--- src/hpp_pkg.sv ---
// Package for the host processor port: register selects, field positions,
// reset values and the indirect flag space.
// Assumes a single 20 MHz clock domain and a synchronous active-low reset.
// Summary of operation
// Low master reset holds block in initial state
// Two address bits select a host register
// Eight-bit data bus, driven only during reads
// Address latch enable captures address for multiplexed hosts
// Strobes ignored unless chip select is low
// Shared strobe: read strobe or data strobe
// Second input: write strobe or direction select
// Open-drain ready or low transfer acknowledge completes access
// Clock fault output ORs clock flags only
// System fault output ORs all flags
// Four registers: control/status, lower, mode/upper, data
// All host registers clear to zero at reset
// Writing one to bit seven resets registers
// Completion line released while chip select inactive
package hpp_pkg;
   // Register selects on the two address bits
   localparam logic [1:0] HPP_SEL_MASTER = 2'h0;
   localparam logic [1:0] HPP_SEL_LOWER = 2'h1;
   localparam logic [1:0] HPP_SEL_MODE = 2'h2;
   localparam logic [1:0] HPP_SEL_DATA = 2'h3;
   // Master control/status fields
   localparam int HPP_MCR_SOFT_RESET_BIT = 7;
   localparam int HPP_MCR_SYS_FAULT_BIT = 6;
   localparam int HPP_MCR_CLK_FAULT_BIT = 5;
   localparam int HPP_MCR_CTRL_W = 5;
   // Reset values of host registers
   localparam logic [7:0] HPP_RESET_BYTE = 8'h00;
   // Mode value that routes the data register to the fault flags
   localparam logic [7:0] HPP_MODE_FLAG_SPACE = 8'hff;
   localparam logic [7:0] HPP_FLAG_IDX_CLOCK = 8'h00;
   localparam logic [7:0] HPP_FLAG_IDX_SYSTEM = 8'h01;
   // Bus styles
   typedef enum logic [1:0] {
      HPP_STYLE_SEPARATE = 2'b01,
      HPP_STYLE_DSTROBE = 2'b10
   } hpp_style_e;
endpackage : hpp_pkg

--- src/hpp_host_port.sv ---
// Host processor port: 8-bit asynchronous-style host interface with two
// bus styles, address latch, open-drain completion and fault summaries.
// Assumes all host pins already synchronous to CLK; the board pulls up
// the completion line and the wire level is formed outside from the enables.
`timescale 1ns/100ps
`default_nettype none
module hpp_host_port
   import hpp_pkg::*;
#(
   parameter int FLAG_W = 8
) (
   input wire logic CLK,
   input wire logic RST_N,
   input wire logic STYLE_DSTROBE,
   input wire logic CS_N,
   input wire logic ALE,
   input wire logic [1:0] ADDR,
   input wire logic STRB_N,
   input wire logic RW_CTRL,
   input wire logic [7:0] DATA_IN,
   output logic [7:0] DATA_OUT,
   output logic DATA_OE,
   output logic TRANSFER_ACK_N_OUT,
   output logic TRANSFER_ACK_N_OE,
   input wire logic [FLAG_W-1:0] CLK_FAULT_EVT,
   input wire logic [FLAG_W-1:0] SYS_FAULT_EVT,
   output logic CLOCK_FAULT_OUT,
   output logic SYSTEM_FAULT_OUT,
   output logic [HPP_MCR_CTRL_W-1:0] MASTER_CTRL,
   output logic [15:0] IND_ADDR,
   output logic [7:0] IND_WDATA,
   output logic IND_WR,
   output logic IND_RD,
   input wire logic [7:0] IND_RDATA
);
   hpp_style_e style; // Decoded bus style
   logic acc_act; // An access is in progress
   logic acc_read; // Access direction is read
   logic acc_start; // First cycle of an access
   logic act_q; // Access seen last cycle
   logic rd_pend_q; // Read data due next cycle
   logic done_q; // Access completed
   logic ale_mode_q; // Host uses the address latch
   logic [1:0] addr_lat_q; // Latched register address
   logic [1:0] sel; // Effective register select
   logic [1:0] sel_q; // Select held for read data
   logic soft_rst; // Software reset pulse
   logic [HPP_MCR_CTRL_W-1:0] mcr_q; // Control part of master register
   logic [7:0] lar_q; // Lower indirect address
   logic [7:0] amr_q; // Mode and upper address
   logic [7:0] dout_q; // Read data register
   logic [7:0] dout_d; // Read data mux
   logic wr_strobe; // Write taken this cycle
   logic flag_space; // Data register routed to flags
   logic [FLAG_W-1:0] clk_clr; // Clear mask for clock flags
   logic [FLAG_W-1:0] sys_clr; // Clear mask for system flags
   logic [FLAG_W-1:0] clk_flags; // Clock fault flags
   logic [FLAG_W-1:0] sys_flags; // System fault flags
   logic clk_any; // Any clock flag set
   logic sys_any; // Any system flag set

   // Bus style decode
   assign style = STYLE_DSTROBE ? HPP_STYLE_DSTROBE : HPP_STYLE_SEPARATE;

   // Access qualification and direction
   always_comb begin
      acc_act = 1'b0;
      acc_read = 1'b0;
      if (!CS_N) begin
         unique case (style)
            HPP_STYLE_SEPARATE: begin
               acc_act = !STRB_N || !RW_CTRL;
               acc_read = !STRB_N;
            end
            HPP_STYLE_DSTROBE: begin
               acc_act = !STRB_N;
               acc_read = RW_CTRL;
            end
            default: begin
               acc_act = 1'b0;
               acc_read = 1'b0;
            end
         endcase
      end
   end

   assign acc_start = acc_act && !act_q;

   // Access tracking
   always_ff @(posedge CLK) begin
      if (!RST_N) begin
         act_q <= 1'b0;
      end else begin
         act_q <= acc_act;
      end
   end

   // Address latch: once a latch pulse is seen, the latched copy is used
   always_ff @(posedge CLK) begin
      if (!RST_N) begin
         ale_mode_q <= 1'b0;
         addr_lat_q <= 2'h0;
      end else if (ALE) begin
         ale_mode_q <= 1'b1;
         addr_lat_q <= ADDR;
      end
   end

   // Register select from pins or latch
   assign sel = (ale_mode_q && !ALE) ? addr_lat_q : ADDR;

   // Write decode
   assign wr_strobe = acc_start && !acc_read;
   assign flag_space = (amr_q == HPP_MODE_FLAG_SPACE);
   assign soft_rst = wr_strobe && (sel == HPP_SEL_MASTER) && DATA_IN[HPP_MCR_SOFT_RESET_BIT];

   // Host registers; soft reset bit is a pulse and never stored
   always_ff @(posedge CLK) begin
      if (!RST_N || soft_rst) begin
         mcr_q <= HPP_RESET_BYTE[HPP_MCR_CTRL_W-1:0];
         lar_q <= HPP_RESET_BYTE;
         amr_q <= HPP_RESET_BYTE;
      end else if (wr_strobe) begin
         unique case (sel)
            HPP_SEL_MASTER: mcr_q <= DATA_IN[HPP_MCR_CTRL_W-1:0];
            HPP_SEL_LOWER: lar_q <= DATA_IN;
            HPP_SEL_MODE: amr_q <= DATA_IN;
            HPP_SEL_DATA: begin
               // Indirect data goes out through the strobe below
            end
         endcase
      end
   end

   // Indirect strobes toward the core
   always_ff @(posedge CLK) begin
      if (!RST_N) begin
         IND_WR <= 1'b0;
         IND_RD <= 1'b0;
         IND_WDATA <= HPP_RESET_BYTE;
      end else begin
         IND_WR <= wr_strobe && (sel == HPP_SEL_DATA) && !flag_space;
         IND_RD <= acc_start && acc_read && (sel == HPP_SEL_DATA) && !flag_space;
         if (wr_strobe) begin
            IND_WDATA <= DATA_IN;
         end
      end
   end

   assign IND_ADDR = {amr_q, lar_q};
   assign MASTER_CTRL = mcr_q;

   // Write-one-to-clear masks for the flag space
   always_comb begin
      clk_clr = '0;
      sys_clr = '0;
      if (wr_strobe && (sel == HPP_SEL_DATA) && flag_space) begin
         if (lar_q == HPP_FLAG_IDX_CLOCK) begin
            clk_clr = DATA_IN[FLAG_W-1:0];
         end
         if (lar_q == HPP_FLAG_IDX_SYSTEM) begin
            sys_clr = DATA_IN[FLAG_W-1:0];
         end
      end
   end

   // Clock fault flag group
   hpp_fault_flags #(.WIDTH(FLAG_W)) u_clk_flags (
      .clk(CLK),
      .rst_n(RST_N),
      .soft_rst(soft_rst),
      .evt(CLK_FAULT_EVT),
      .clr(clk_clr),
      .flags(clk_flags),
      .any(clk_any)
   );

   // System fault flag group
   hpp_fault_flags #(.WIDTH(FLAG_W)) u_sys_flags (
      .clk(CLK),
      .rst_n(RST_N),
      .soft_rst(soft_rst),
      .evt(SYS_FAULT_EVT),
      .clr(sys_clr),
      .flags(sys_flags),
      .any(sys_any)
   );

   // Fault summaries from registered flags
   assign CLOCK_FAULT_OUT = clk_any;
   assign SYSTEM_FAULT_OUT = clk_any || sys_any;

   // Read data mux, used one cycle after the start of a read
   always_comb begin
      dout_d = HPP_RESET_BYTE;
      unique case (sel_q)
         HPP_SEL_MASTER: begin
            dout_d[HPP_MCR_CTRL_W-1:0] = mcr_q;
            dout_d[HPP_MCR_CLK_FAULT_BIT] = clk_any;
            dout_d[HPP_MCR_SYS_FAULT_BIT] = sys_any;
         end
         HPP_SEL_LOWER: dout_d = HPP_RESET_BYTE; // Write only
         HPP_SEL_MODE: dout_d = HPP_RESET_BYTE; // Write only
         HPP_SEL_DATA: begin
            if (!flag_space) begin
               dout_d = IND_RDATA;
            end else if (lar_q == HPP_FLAG_IDX_CLOCK) begin
               dout_d[FLAG_W-1:0] = clk_flags;
            end else if (lar_q == HPP_FLAG_IDX_SYSTEM) begin
               dout_d[FLAG_W-1:0] = sys_flags;
            end
         end
      endcase
   end

   // Read pipeline and completion
   always_ff @(posedge CLK) begin
      if (!RST_N) begin
         rd_pend_q <= 1'b0;
         sel_q <= HPP_SEL_MASTER;
         dout_q <= HPP_RESET_BYTE;
         done_q <= 1'b0;
      end else begin
         rd_pend_q <= acc_start && acc_read;
         if (acc_start) begin
            sel_q <= sel;
         end
         if (rd_pend_q) begin
            dout_q <= dout_d;
         end
         // Completion two cycles after start, held until the access ends
         if (!acc_act) begin
            done_q <= 1'b0;
         end else if (act_q) begin
            done_q <= 1'b1;
         end
      end
   end

   // Data bus drive only during a read
   assign DATA_OUT = dout_q;
   assign DATA_OE = acc_act && acc_read && done_q;

   // Open-drain completion: separate style holds not-ready low until done,
   // data-strobe style pulls the acknowledge low once done
   assign TRANSFER_ACK_N_OUT = 1'b0;
   always_comb begin
      TRANSFER_ACK_N_OE = 1'b0;
      if (!CS_N && acc_act) begin
         unique case (style)
            HPP_STYLE_SEPARATE: TRANSFER_ACK_N_OE = !done_q;
            HPP_STYLE_DSTROBE: TRANSFER_ACK_N_OE = done_q;
            default: TRANSFER_ACK_N_OE = 1'b0;
         endcase
      end
   end
endmodule : hpp_host_port
`default_nettype wire

--- src/hpp_fault_flags.sv ---
// Sticky fault flag register with write-one-to-clear.
// Assumes event inputs synchronous to CLK; set wins over clear.
`timescale 1ns/100ps
`default_nettype none
module hpp_fault_flags
   import hpp_pkg::*;
#(
   parameter int WIDTH = 8
) (
   input wire logic clk,
   input wire logic rst_n,
   input wire logic soft_rst,
   input wire logic [WIDTH-1:0] evt,
   input wire logic [WIDTH-1:0] clr,
   output logic [WIDTH-1:0] flags,
   output logic any
);
   logic [WIDTH-1:0] flag_q; // Sticky flags

   // One sticky cell per flag bit
   genvar gi;
   generate
      for (gi = 0; gi < WIDTH; gi = gi + 1) begin : g_flag
         always_ff @(posedge clk) begin
            if (!rst_n || soft_rst) begin
               flag_q[gi] <= 1'b0;
            end else if (evt[gi]) begin // Set beats clear
               flag_q[gi] <= 1'b1;
            end else if (clr[gi]) begin
               flag_q[gi] <= 1'b0;
            end
         end
      end
   endgenerate

   assign flags = flag_q;
   assign any = |flag_q; // OR summary of this group
endmodule : hpp_fault_flags
`default_nettype wire

--- config.mk ---
export PLATFORM = sky130hd
export DESIGN_NAME = hpp_host_port
export DESIGN_NICKNAME = d
export VERILOG_FILES = /design/src/hpp_pkg.sv /design/src/hpp_host_port.sv /design/src/hpp_fault_flags.sv
export SDC_FILE = /design/constraint.sdc
export NUM_CORES = 1
export LEC_CHECK = 0
export ABC_AREA = 1
export BUFFER_PORTS_ARGS = -buffer_cell sky130_fd_sc_hd__buf_4
export CAP_MARGIN = 15
export CELL_PAD_IN_SITES_DETAIL_PLACEMENT = 0
export CELL_PAD_IN_SITES_GLOBAL_PLACEMENT = 2
export CORE_UTILIZATION = 25
export DETAILED_ROUTE_END_ITERATION = 8
export PLACE_DENSITY_LB_ADDON = 0.1
export SLEW_MARGIN = 20
export SYNTH_ARGS = -nofsm -noshare
export SYNTH_HDL_FRONTEND = slang
export SYNTH_SLANG_ARGS = --single-unit
--- constraint.sdc ---
create_clock -name CLK -period 1.5 [get_ports CLK]
set_input_delay 0.375 -clock CLK [delete_from_list [all_inputs] [get_ports CLK]]
set_output_delay 0.375 -clock CLK [all_outputs]
set_load 0.03 [all_outputs]
==> results of run 1 <==
## worst max path at each step
stage | to | depth (start not counted)
after detailed placement | lar_q[1] | 7
after floorplan | DATA_OE | 5
after CTS | SYSTEM_FAULT_OUT | 5
after global placement | DATA_OE | 7
final | SYSTEM_FAULT_OUT | 5
after global routing | SYSTEM_FAULT_OUT | 5
## area by class of cell
cell class,instances,area share [%]
Tap cell,143,3.78
Multi-Input combinational cell,295,34.6
Timing Repair Buffer,142,25.6
Clock inverter,1,0.106
Inverter,42,3.54
Sequential cell,63,27.1
Clock buffer,14,5.36
## routing by layer
metal,vias to the layer above,global-route usage (%)
met4,0,6.93
met3,11,2.75
met1,1445,21.8
met5,-,0
li1,1638,-
met2,77,26.2
## timing repair
item,CTS,global route
resized for setup,17,36
pin swaps,10,25
cloned,0,3
setup buffers,7,13
endpoints found under the setup margin,6,38
## cell families after synthesis
group,synth area share [%]
and+or+nand+nor,31.2
AOI/OAI and AO/OA,18.5
DFF,41.7
buffers and inverters,8.47
other,0.124
## Yosys cell counts
library cell,count,area (sq um)
o21bai_4,1,18.8
nor2_8,1,20.0
clkinv_1,1,3.75
nor3_1,11,55.1
buf_2,7,35.0
buf_4,1,7.51
o21ai_2,1,8.76
a21oi_1,33,165
o21a_1,1,7.51
nand3_1,54,270
conb_1,1,3.75
o21ai_0,23,115
nand2_4,1,11.3
nor2_1,48,180
nand3_4,1,17.5
nor2_4,2,22.5
buf_1,1,3.75
nor4_1,2,12.5
inv_2,2,7.51
buf_8,3,45.0
clkbuf_1,2,7.51
nor2_2,7,43.8
inv_1,39,146
dfxtp_1,63,1260
nand2_1,75,282
a21oi_2,28,245
nand2_2,5,31.3
## power by group through the flow
stage | clock network (uW) | logic, uW | registers (uW)
final | 1880 | 882 | 1830
after global routing | 1970 | 959 | 1840
after CTS | 1920 | 795 | 1820
after detailed placement | 0 | 766 | 1850
after global placement | 0 | 762 | 1860
after floorplan | 0 | 367 | 1910
## state kept, by name (all words and copies together) (netlist names)
name	flops
ale_mode_q	1
lar_q	8
rd_pend_q	1
u_clk_flags.flags	8
amr_q	8
done_q	1
MASTER_CTRL	5
IND_RD	1
IND_WR	1
act_q	1
IND_WDATA	8
addr_lat_q	2
u_sys_flags.flags	8
DATA_OUT	8
sel_q	2
## critical path, stage by stage (launching register included)
cell     delay (ns)
dfxtp_4        0.35
nor2_4         0.10
nand2_2        0.07
nor2_4         0.12
nand2_1        0.08
buf_6          0.14
## through the flow
| stage | util [%] | hold WS (ns) | instance area [sq um] |
|---|---|---|---|
| 6_report | 40.8 | 0.288 | 4740 |
| 5_1_grt | 40.8 | 0.300 | 4740 |
| 4_1_cts | 38.3 | 0.287 | 4450 |
| 3_5_place_dp | 35.3 | 0.456 | 4100 |
| 3_3_place_gp | 35.3 | 0.446 | 4100 |
| 2_1_floorplan | - | 0.428 | 3080 |
==> results_dict.tcl, run 1 <==
set metrics [dict create \
    finalSetupViolations 2 \
    coreArea_sq_mm 0.0116 \
    gp_congestion 0.749 \
    cts-htree-levels 3 \
    final_common_cell "buf_4" \
    grt_pass1_vias 3088 \
    final-max-slew-violation-count 0 \
    fmax_mhz 635 \
    critPathKind "reg -> out" \
    cts.reportedPaths.clkPinSlew_ns 0.05 \
    r2r-start "ale_mode_q" \
    crit_path_end_kind "output pin" \
    cts_buffers 9 \
    tns_ns -0.112 \
    worstPathArrival_ns 1.20 \
    ctsHoldBuffers 0 \
    failed_checks "DRC, setup timing" \
    finalCriticalPeriod_ns 1.57 \
    dieArea_sq_mm 0.0126 \
    drv_cap 0 \
    tritoncts "yes" \
    p_int_uw 3310 \
    seq_area_sq_mm 0.00128 \
    power_density_mw_per_mm2 969 \
    insertion_delay_ns 0.33 \
    dr.pass1.iters 6 \
    pre_cts_ws_ns -0.178 \
    switchingPower_uw 1280 \
    crit_path_start "u_sys_flags.flags[5]" \
    syn_avg_cell_area_sq_um 7.31 \
    worstPathMaxFanout 2 \
    fillers 1254 \
    min_path_type "in -> reg" \
    cts.sinks 63 \
    ys_types 27 \
    comb_power_share_pct 19.2 \
    antenna_cells_inserted 0 \
    vias_per_cell 4.53 \
    hold_depth 3 \
    nets 594 \
    worstPathRequired_ns 1.12 \
    ff2ff_setup_slack_ns 0.08 \
    fin_crit_sh_pct 105 \
    hold_end "u_sys_flags.flags[0]" \
    syn_inst 414 \
    setup_ws_ns -0.0739 \
    cts_max_path_buffers 2 \
    m1WireLength_mm 4.94 \
    grt_max_degree 24 \
    ys_ff_latch 63 \
    drive_gt1_share_pct 43.1 \
    drt-total-wl_mm 10.3 \
    yosysWarnings 0 \
    route.met2.wl_mm 4.64 \
    peakVddDrop_uv 392 \
    syn_nets 455 \
    area_delta_synth_final_pct 56.4 \
    fin_skew_ns 0.00415 \
    cp-start-kind "flop" \
    fp-row-count 39 \
    io_buffer_count 83 \
    ioPinCount 85 \
    clkPwrFrac_pct 41.0 \
    topRoutingLayerUsed "met4" \
    start_util_pct 26.1 \
    syn_area_sq_mm 0.00303 \
    ant_nets 0 \
    grt_pass1_wl_mm 15.7 \
    wl_per_cell_um 14.6 \
    hold_viol 0 \
    r2r-end "MASTER_CTRL[2]" \
    die_h_um 112 \
    final_cells 700 \
    reg2reg_depth 9 \
    vias 3171 \
    multi_input_area_sq_mm 0.00164 \
    route.met3.wl_um 505 \
    drcViolationCount 7 \
    dieWidth_um 112 \
    seq_power_share_pct 39.8 \
    drt-initial-drc-count 98 \
    rsz0062_at_grt "true" \
    place_hpwl_mm 7.55 \
    leakage_uw 0.00209 \
    clockRootBuffer "clkbuf_16" \
    status "finished with violations" \
    grt_antenna_before_repair 0 \
    min_from "SYS_FAULT_EVT[0]" \
    grt_usage_pct 16.4 \
    ys_seq_area_share_pct 41.7 \
    report.power.total_uw 4590 \
    power.share.switching_pct 27.8 \
    grt_overflow 0 \
    layout_common_cells "buf_4 (127), nand2_1 (68), nand3_1 (51)" \
    post-place-cells 662 \
]
No activity file was read; power rests on OpenSTA's default activity.
==> run 2, diff against run 1 <==
--- a/config.mk
+++ b/config.mk
@@ -13,6 +13,7 @@
 export CORE_UTILIZATION = 25
 export DETAILED_ROUTE_END_ITERATION = 8
 export PLACE_DENSITY_LB_ADDON = 0.1
+export RECOVER_POWER = 50
 export SLEW_MARGIN = 20
 export SYNTH_ARGS = -nofsm -noshare
 export SYNTH_HDL_FRONTEND = slang
==> run 2 against run 1 <==
Critical endpoint unchanged; the run still ends with DRC, setup timing left; global-route usage is the same; cell count is the same; via count shrank 0.28%; sequential power is essentially flat; register-to-register slack lost 0.05 ns; count of clock-buffer cells in the layout is the same; die area is the same; critical path depth is the same; combinational power shrank 4.0%; cell area shrank 3.2%.
==> results_dict.tcl, run 2 (synthesized netlist as in run 1, its figures left out) <==
set metrics [dict create \
    tritoncts "yes" \
    switchingPower_uw 1270 \
    worstPathMaxFanout 2 \
    drv_cap 0 \
    drive_gt1_share_pct 37.2 \
    gp_congestion 0.749 \
    min_path_type "in -> reg" \
    vias 3162 \
    grt_pass1_vias 3088 \
    ioPinCount 85 \
    comb_power_share_pct 18.6 \
    die_h_um 112 \
    finalSetupViolations 3 \
    holdWs_ns 0.288 \
    grt_overflow 0 \
    cts_max_path_buffers 2 \
    insertion_delay_ns 0.33 \
    status "finished with violations" \
    place_hpwl_mm 7.55 \
    multi_input_area_sq_mm 0.00163 \
    power_density_mw_per_mm2 993 \
    fp-row-count 39 \
    power.share.switching_pct 28.0 \
    peakVddDrop_uv 392 \
    area_delta_synth_final_pct 51.4 \
    cts_buffers 9 \
    p_int_uw 3280 \
    leakage_uw 0.00195 \
    io_buffer_count 83 \
    seq_power_share_pct 40.1 \
    ant_nets 0 \
    crit_path_end_kind "output pin" \
    cts.sinks 63 \
    failed_checks "DRC, setup timing" \
    fin_crit_sh_pct 105 \
    worstPathRequired_ns 1.12 \
    crit_path_start "u_sys_flags.flags[5]" \
    clockRootBuffer "clkbuf_16" \
    nets 594 \
    dr.pass1.iters 6 \
    fillers 1284 \
    pre_cts_ws_ns -0.178 \
    drt-initial-drc-count 99 \
    cts-htree-levels 3 \
    min_from "SYS_FAULT_EVT[0]" \
    cts.reportedPaths.clkPinSlew_ns 0.05 \
    worst_pin_slew_ns 0.859 \
    start_util_pct 26.1 \
    final-max-slew-violation-count 0 \
    grt_antenna_before_repair 0 \
    r2r-start "ale_mode_q" \
    grt_pass1_wl_mm 15.7 \
    seq_area_sq_mm 0.00128 \
    wl_per_cell_um 14.7 \
    antenna_cells_inserted 0 \
    layout_common_cells "buf_4 (84), nand2_1 (69), nand3_1 (52)" \
    fin_skew_ns 0.00458 \
    hold_viol 0 \
    drcViolationCount 7 \
    worstPathArrival_ns 1.20 \
    drt-total-wl_mm 10.3 \
    finalCriticalPeriod_ns 1.57 \
    critPathKind "reg -> out" \
    clkPwrFrac_pct 41.3 \
    grt_usage_pct 16.4 \
    vias_per_cell 4.52 \
    cp-start-kind "flop" \
    dieWidth_um 112 \
    dieArea_sq_mm 0.0126 \
    grt_max_degree 24 \
    final_common_cell "buf_4" \
    fmax_mhz 635 \
    maxSlewHeadroom_pct 42.7 \
    rsz0062_at_grt "true" \
    coreArea_sq_mm 0.0116 \
    setup_ws_ns -0.0738 \
]
## run 2: cell types whose count changed in the layout (fill, tap and decap cells not counted)
cell / delta
nand3_2: -1
clkbuf_1: +30
dfxtp_1: +1
clkbuf_2: +13
nand3_1: +1
nand2_2: -1
nand2_1: +1
buf_4: -43
dfxtp_2: -1
## run 2: worst max-delay path, stage by stage, from the launching register on
cell and delay, ns:
dfxtp_4 0.35, nor2_4 0.10, nand2_2 0.07, nor2_4 0.12, nand2_1 0.08, buf_6 0.14
## run 2: per-stage QoR
stage               setup TNS [ns]  cells  utilization (%)  power (uW)  instance area, sq um
floorplan                  -0.0308    414                -        2280                  3080
global placement             -3.35    662             35.3        2620                  4100
detailed placement           -4.46    662             35.3        2620                  4100
CTS                         -0.148    684             38.3        4540                  4450
global route                 -2.38    700             39.5        4730                  4580
finish                      -0.117    700             39.5        4550                  4580
## run 2: power by group through the flow
stage          Clock [uW]  Combinational [uW]  Sequential (uW)
3_5_place_dp            0                 766             1850
5_1_grt              1970                 922             1840
6_report             1880                 847             1830
2_1_floorplan           0                 367             1910
3_3_place_gp            0                 762             1860
4_1_cts              1920                 795             1820
## run 2: worst paths after layout
check | end | slack, ns | cells past startpoint
hold reg to reg | amr_q[6] | 0.47 | 2
hold / removal | u_sys_flags.flags[0] | 0.29 | 3
setup / recovery | SYSTEM_FAULT_OUT | -0.07 | 5
setup reg to reg | amr_q[0] | 0.03 | 7
## run 2: what timing repair did
| action | in CTS | in global routing |
|---|---|---|
| setup buffers | 7 | 13 |
| gates cloned | 0 | 3 |
| resized for setup | 17 | 36 |
| hold buffers | 0 | 0 |
| pin swaps | 10 | 25 |
| endpoints found under the setup margin | 6 | 38 |
## run 2: cell type report
type	count	area share [%]
clock inverters	1	0.109
clock buffers	14	5.54
well taps	143	3.90
inverters	42	3.66
repair buffers	142	23.3
flip-flops and latches	63	28.0
multi-input cells	295	35.6
## run 2: routing by layer
| metal | track usage [%] | vias to the layer above | routed length (um) |
|---|---|---|---|
| li1 | - | 1641 | - |
| met1 | 21.8 | 1431 | 4950 |
| met3 | 2.75 | 11 | 525 |
| met2 | 26.2 | 79 | 4620 |
| met4 | 6.93 | 0 | 162 |
| met5 | 0 | - | 0 |
==> run 3, diff against run 2 <==
==> constraint.sdc (replaced) <==
create_clock -name CLK -period 1.4 [get_ports CLK]
set_input_delay 0.35 -clock CLK [delete_from_list [all_inputs] [get_ports CLK]]
set_output_delay 0.35 -clock CLK [all_outputs]
set_load 0.03 [all_outputs]
==> run 3 against run 2 <==
The flow still finishes with violations (DRC, setup timing); hold slack got worse by 0.028 ns; non-clock buffer count increased by 21; power grew 17%; first-iteration DRC count is 11% lower; worst setup slack lost 0.095 ns; clock skew grew 0.00088 ns; wire length up 6.8%; global-route usage grew 1.4 points; clock power up 25%; flip-flop and latch count did not move; via count grew 5.9%; sequential power grew 7%; largest cell class unchanged; largest power group unchanged; highest routed layer unchanged.
==> results_dict.tcl, run 3 (synthesized netlist as in run 1, its figures left out) <==
set metrics [dict create \
    status "finished with violations" \
    failed_checks "DRC, setup timing" \
    critPathKind "reg -> out" \
    cts_max_path_buffers 2 \
    final_common_cell "buf_4" \
    drive_gt1_share_pct 51.9 \
    final-max-slew-violation-count 0 \
    placed_cell_area_sq_mm 0.00426 \
    clockRootBuffer "clkbuf_16" \
    tritoncts "yes" \
    crit_path_end_kind "output pin" \
    ioPinCount 85 \
    cts-htree-levels 3 \
    ctsHoldBuffers 0 \
    grt_pass1_wl_mm 16.9 \
    rsz0062_at_grt "true" \
    antenna_cells_inserted 0 \
    nets 616 \
    drcViolationCount 5 \
    fp-row-count 39 \
    wl_per_cell_um 15.2 \
    crit_family "simple AND/OR/NAND/NOR gates" \
    cts.sinks 63 \
    post-place-cells 681 \
    pre_cts_ws_ns -0.255 \
    comb_power_share_pct 19.7 \
    die_h_um 112 \
    area_delta_synth_final_pct 70.7 \
    grt_antenna_before_repair 0 \
    peakVddDrop_uv 432 \
    finalSetupViolations 41 \
    hold_viol 0 \
    vias 3349 \
    ant_nets 0 \
    grt_overflow 0 \
    dr.pass1.iters 7 \
    cp-start-kind "flop" \
    layout_common_cells "buf_4 (117), nand2_1 (65), dfxtp_1 (47)" \
    gp_congestion 0.729 \
    seq_power_share_pct 36.4 \
    cts.reportedPaths.clkPinSlew_ns 0.05 \
    clkPwrFrac_pct 43.9 \
    path_buf_inv 1 \
    power.share.switching_pct 27.4 \
    start_util_pct 26.1 \
    setup_ws_ns -0.169 \
    finalCriticalPeriod_ns 1.57 \
    power_density_mw_per_mm2 1030 \
    drv_cap 0 \
    cpMaxStageDelayCell "dfxtp_1" \
    crit_chain "nor2_2 > nand2_1 > nor2_2 > nand2_1 > buf_6" \
    dieWidth_um 112 \
    switchingPower_uw 1470 \
    crit_path_max_incr_delay_ns 0.34 \
    final_cells 723 \
    grt_max_degree 31 \
    drt-initial-drc-count 88 \
    fin_skew_ns 0.00546 \
    grt_pass1_vias 3300 \
    io_buffer_count 83 \
    drt-total-wl_mm 11.0 \
    place_hpwl_mm 7.77 \
    fin_crit_sh_pct 112 \
    worstPathArrival_ns 1.22 \
    cts_buffers 9 \
    maxSlewHeadroom_pct 66.8 \
    worstPathRequired_ns 1.05 \
    coreArea_sq_mm 0.0116 \
    grt_usage_pct 17.8 \
    holdWs_ns 0.260 \
    worst_pin_slew_ns 0.496 \
    leakage_uw 0.00225 \
    insertion_delay_ns 0.33 \
    fin_util_pct 44.5 \
    p_int_uw 3880 \
    post-route-cell-area_sq_mm 0.00517 \
    worstPathMaxFanout 3 \
    fmax_mhz 637 \
    dieArea_sq_mm 0.0126 \
    vias_per_cell 4.63 \
    min_path_type "in -> reg" \
]
## run 3: changes by cell type in the layout (fill, tap and decap cells not counted), moves of 5 or more
cell | previous run | this run
buf_6 | 6 | 11
nand3_1 | 52 | 39
nor2_4 | 6 | 11
clkbuf_1 | 34 | 5
a21oi_1 | 32 | 21
a21oi_2 | 29 | 39
buf_4 | 84 | 117
nor2_1 | 40 | 34
nand3_2 | 1 | 14
## run 3: power groups by stage
stage | clock, uW | sequential [uW] | combinational, uW
floorplan | 0 | 2050 | 394
global placement | 0 | 1980 | 869
detailed placement | 0 | 1980 | 876
CTS | 2410 | 1940 | 1010
global route | 2490 | 1960 | 1140
finish | 2350 | 1950 | 1060
## run 3: final timing paths
path	from	depth (start not counted)	to	slack [ns]
setup / recovery	u_sys_flags.flags[2]	5	SYSTEM_FAULT_OUT	-0.17
setup reg to reg	ale_mode_q	10	u_clk_flags.flags[7]	-0.14
hold reg to reg	act_q	1	done_q	0.48
hold / removal	SYS_FAULT_EVT[7]	3	u_sys_flags.flags[7]	0.26
## run 3: cell type report
class,instances,area (sq um)
Sequential cell,63,1280
Fill cell,1226,6440
Timing Repair Buffer,163,1410
Multi-Input combinational cell,296,1820
Clock buffer,13,270
Inverter,42,168
Tap cell,143,179
Clock inverter,3,40.0
## run 3: timing repair
| action | 4_1_cts | 5_1_grt |
|---|---|---|
| gates cloned | 4 | 2 |
| pin swaps | 21 | 33 |
| resized for setup | 41 | 70 |
| setup buffers | 18 | 5 |
| endpoints found under the setup margin | 49 | 49 |
## run 3: per-stage QoR
step,setup TNS (ns),total power (uW)
floorplan,-3.67,2440
global placement,-7.34,2850
detailed placement,-8.12,2850
CTS,-1.67,5360
global route,-5.94,5590
finish,-3.67,5350
## run 3: per-layer routing
layer	up-vias	share of wire (%)	GRT usage [%]
met5	-	0	0
met4	0	1.1	5.69
met3	10	5.2	4.54
met2	86	46	28.3
met1	1566	47	23.6
li1	1687	-	-
## run 3: worst register-to-register path, delay by kind of cell (launching register included)
kind                   cells  cell delay, ns
AND/OR/NAND/NOR            5            0.46
AO/OA/AOI/OAI              2            0.22
flip-flops                 1            0.37
buffers and inverters      3            0.38
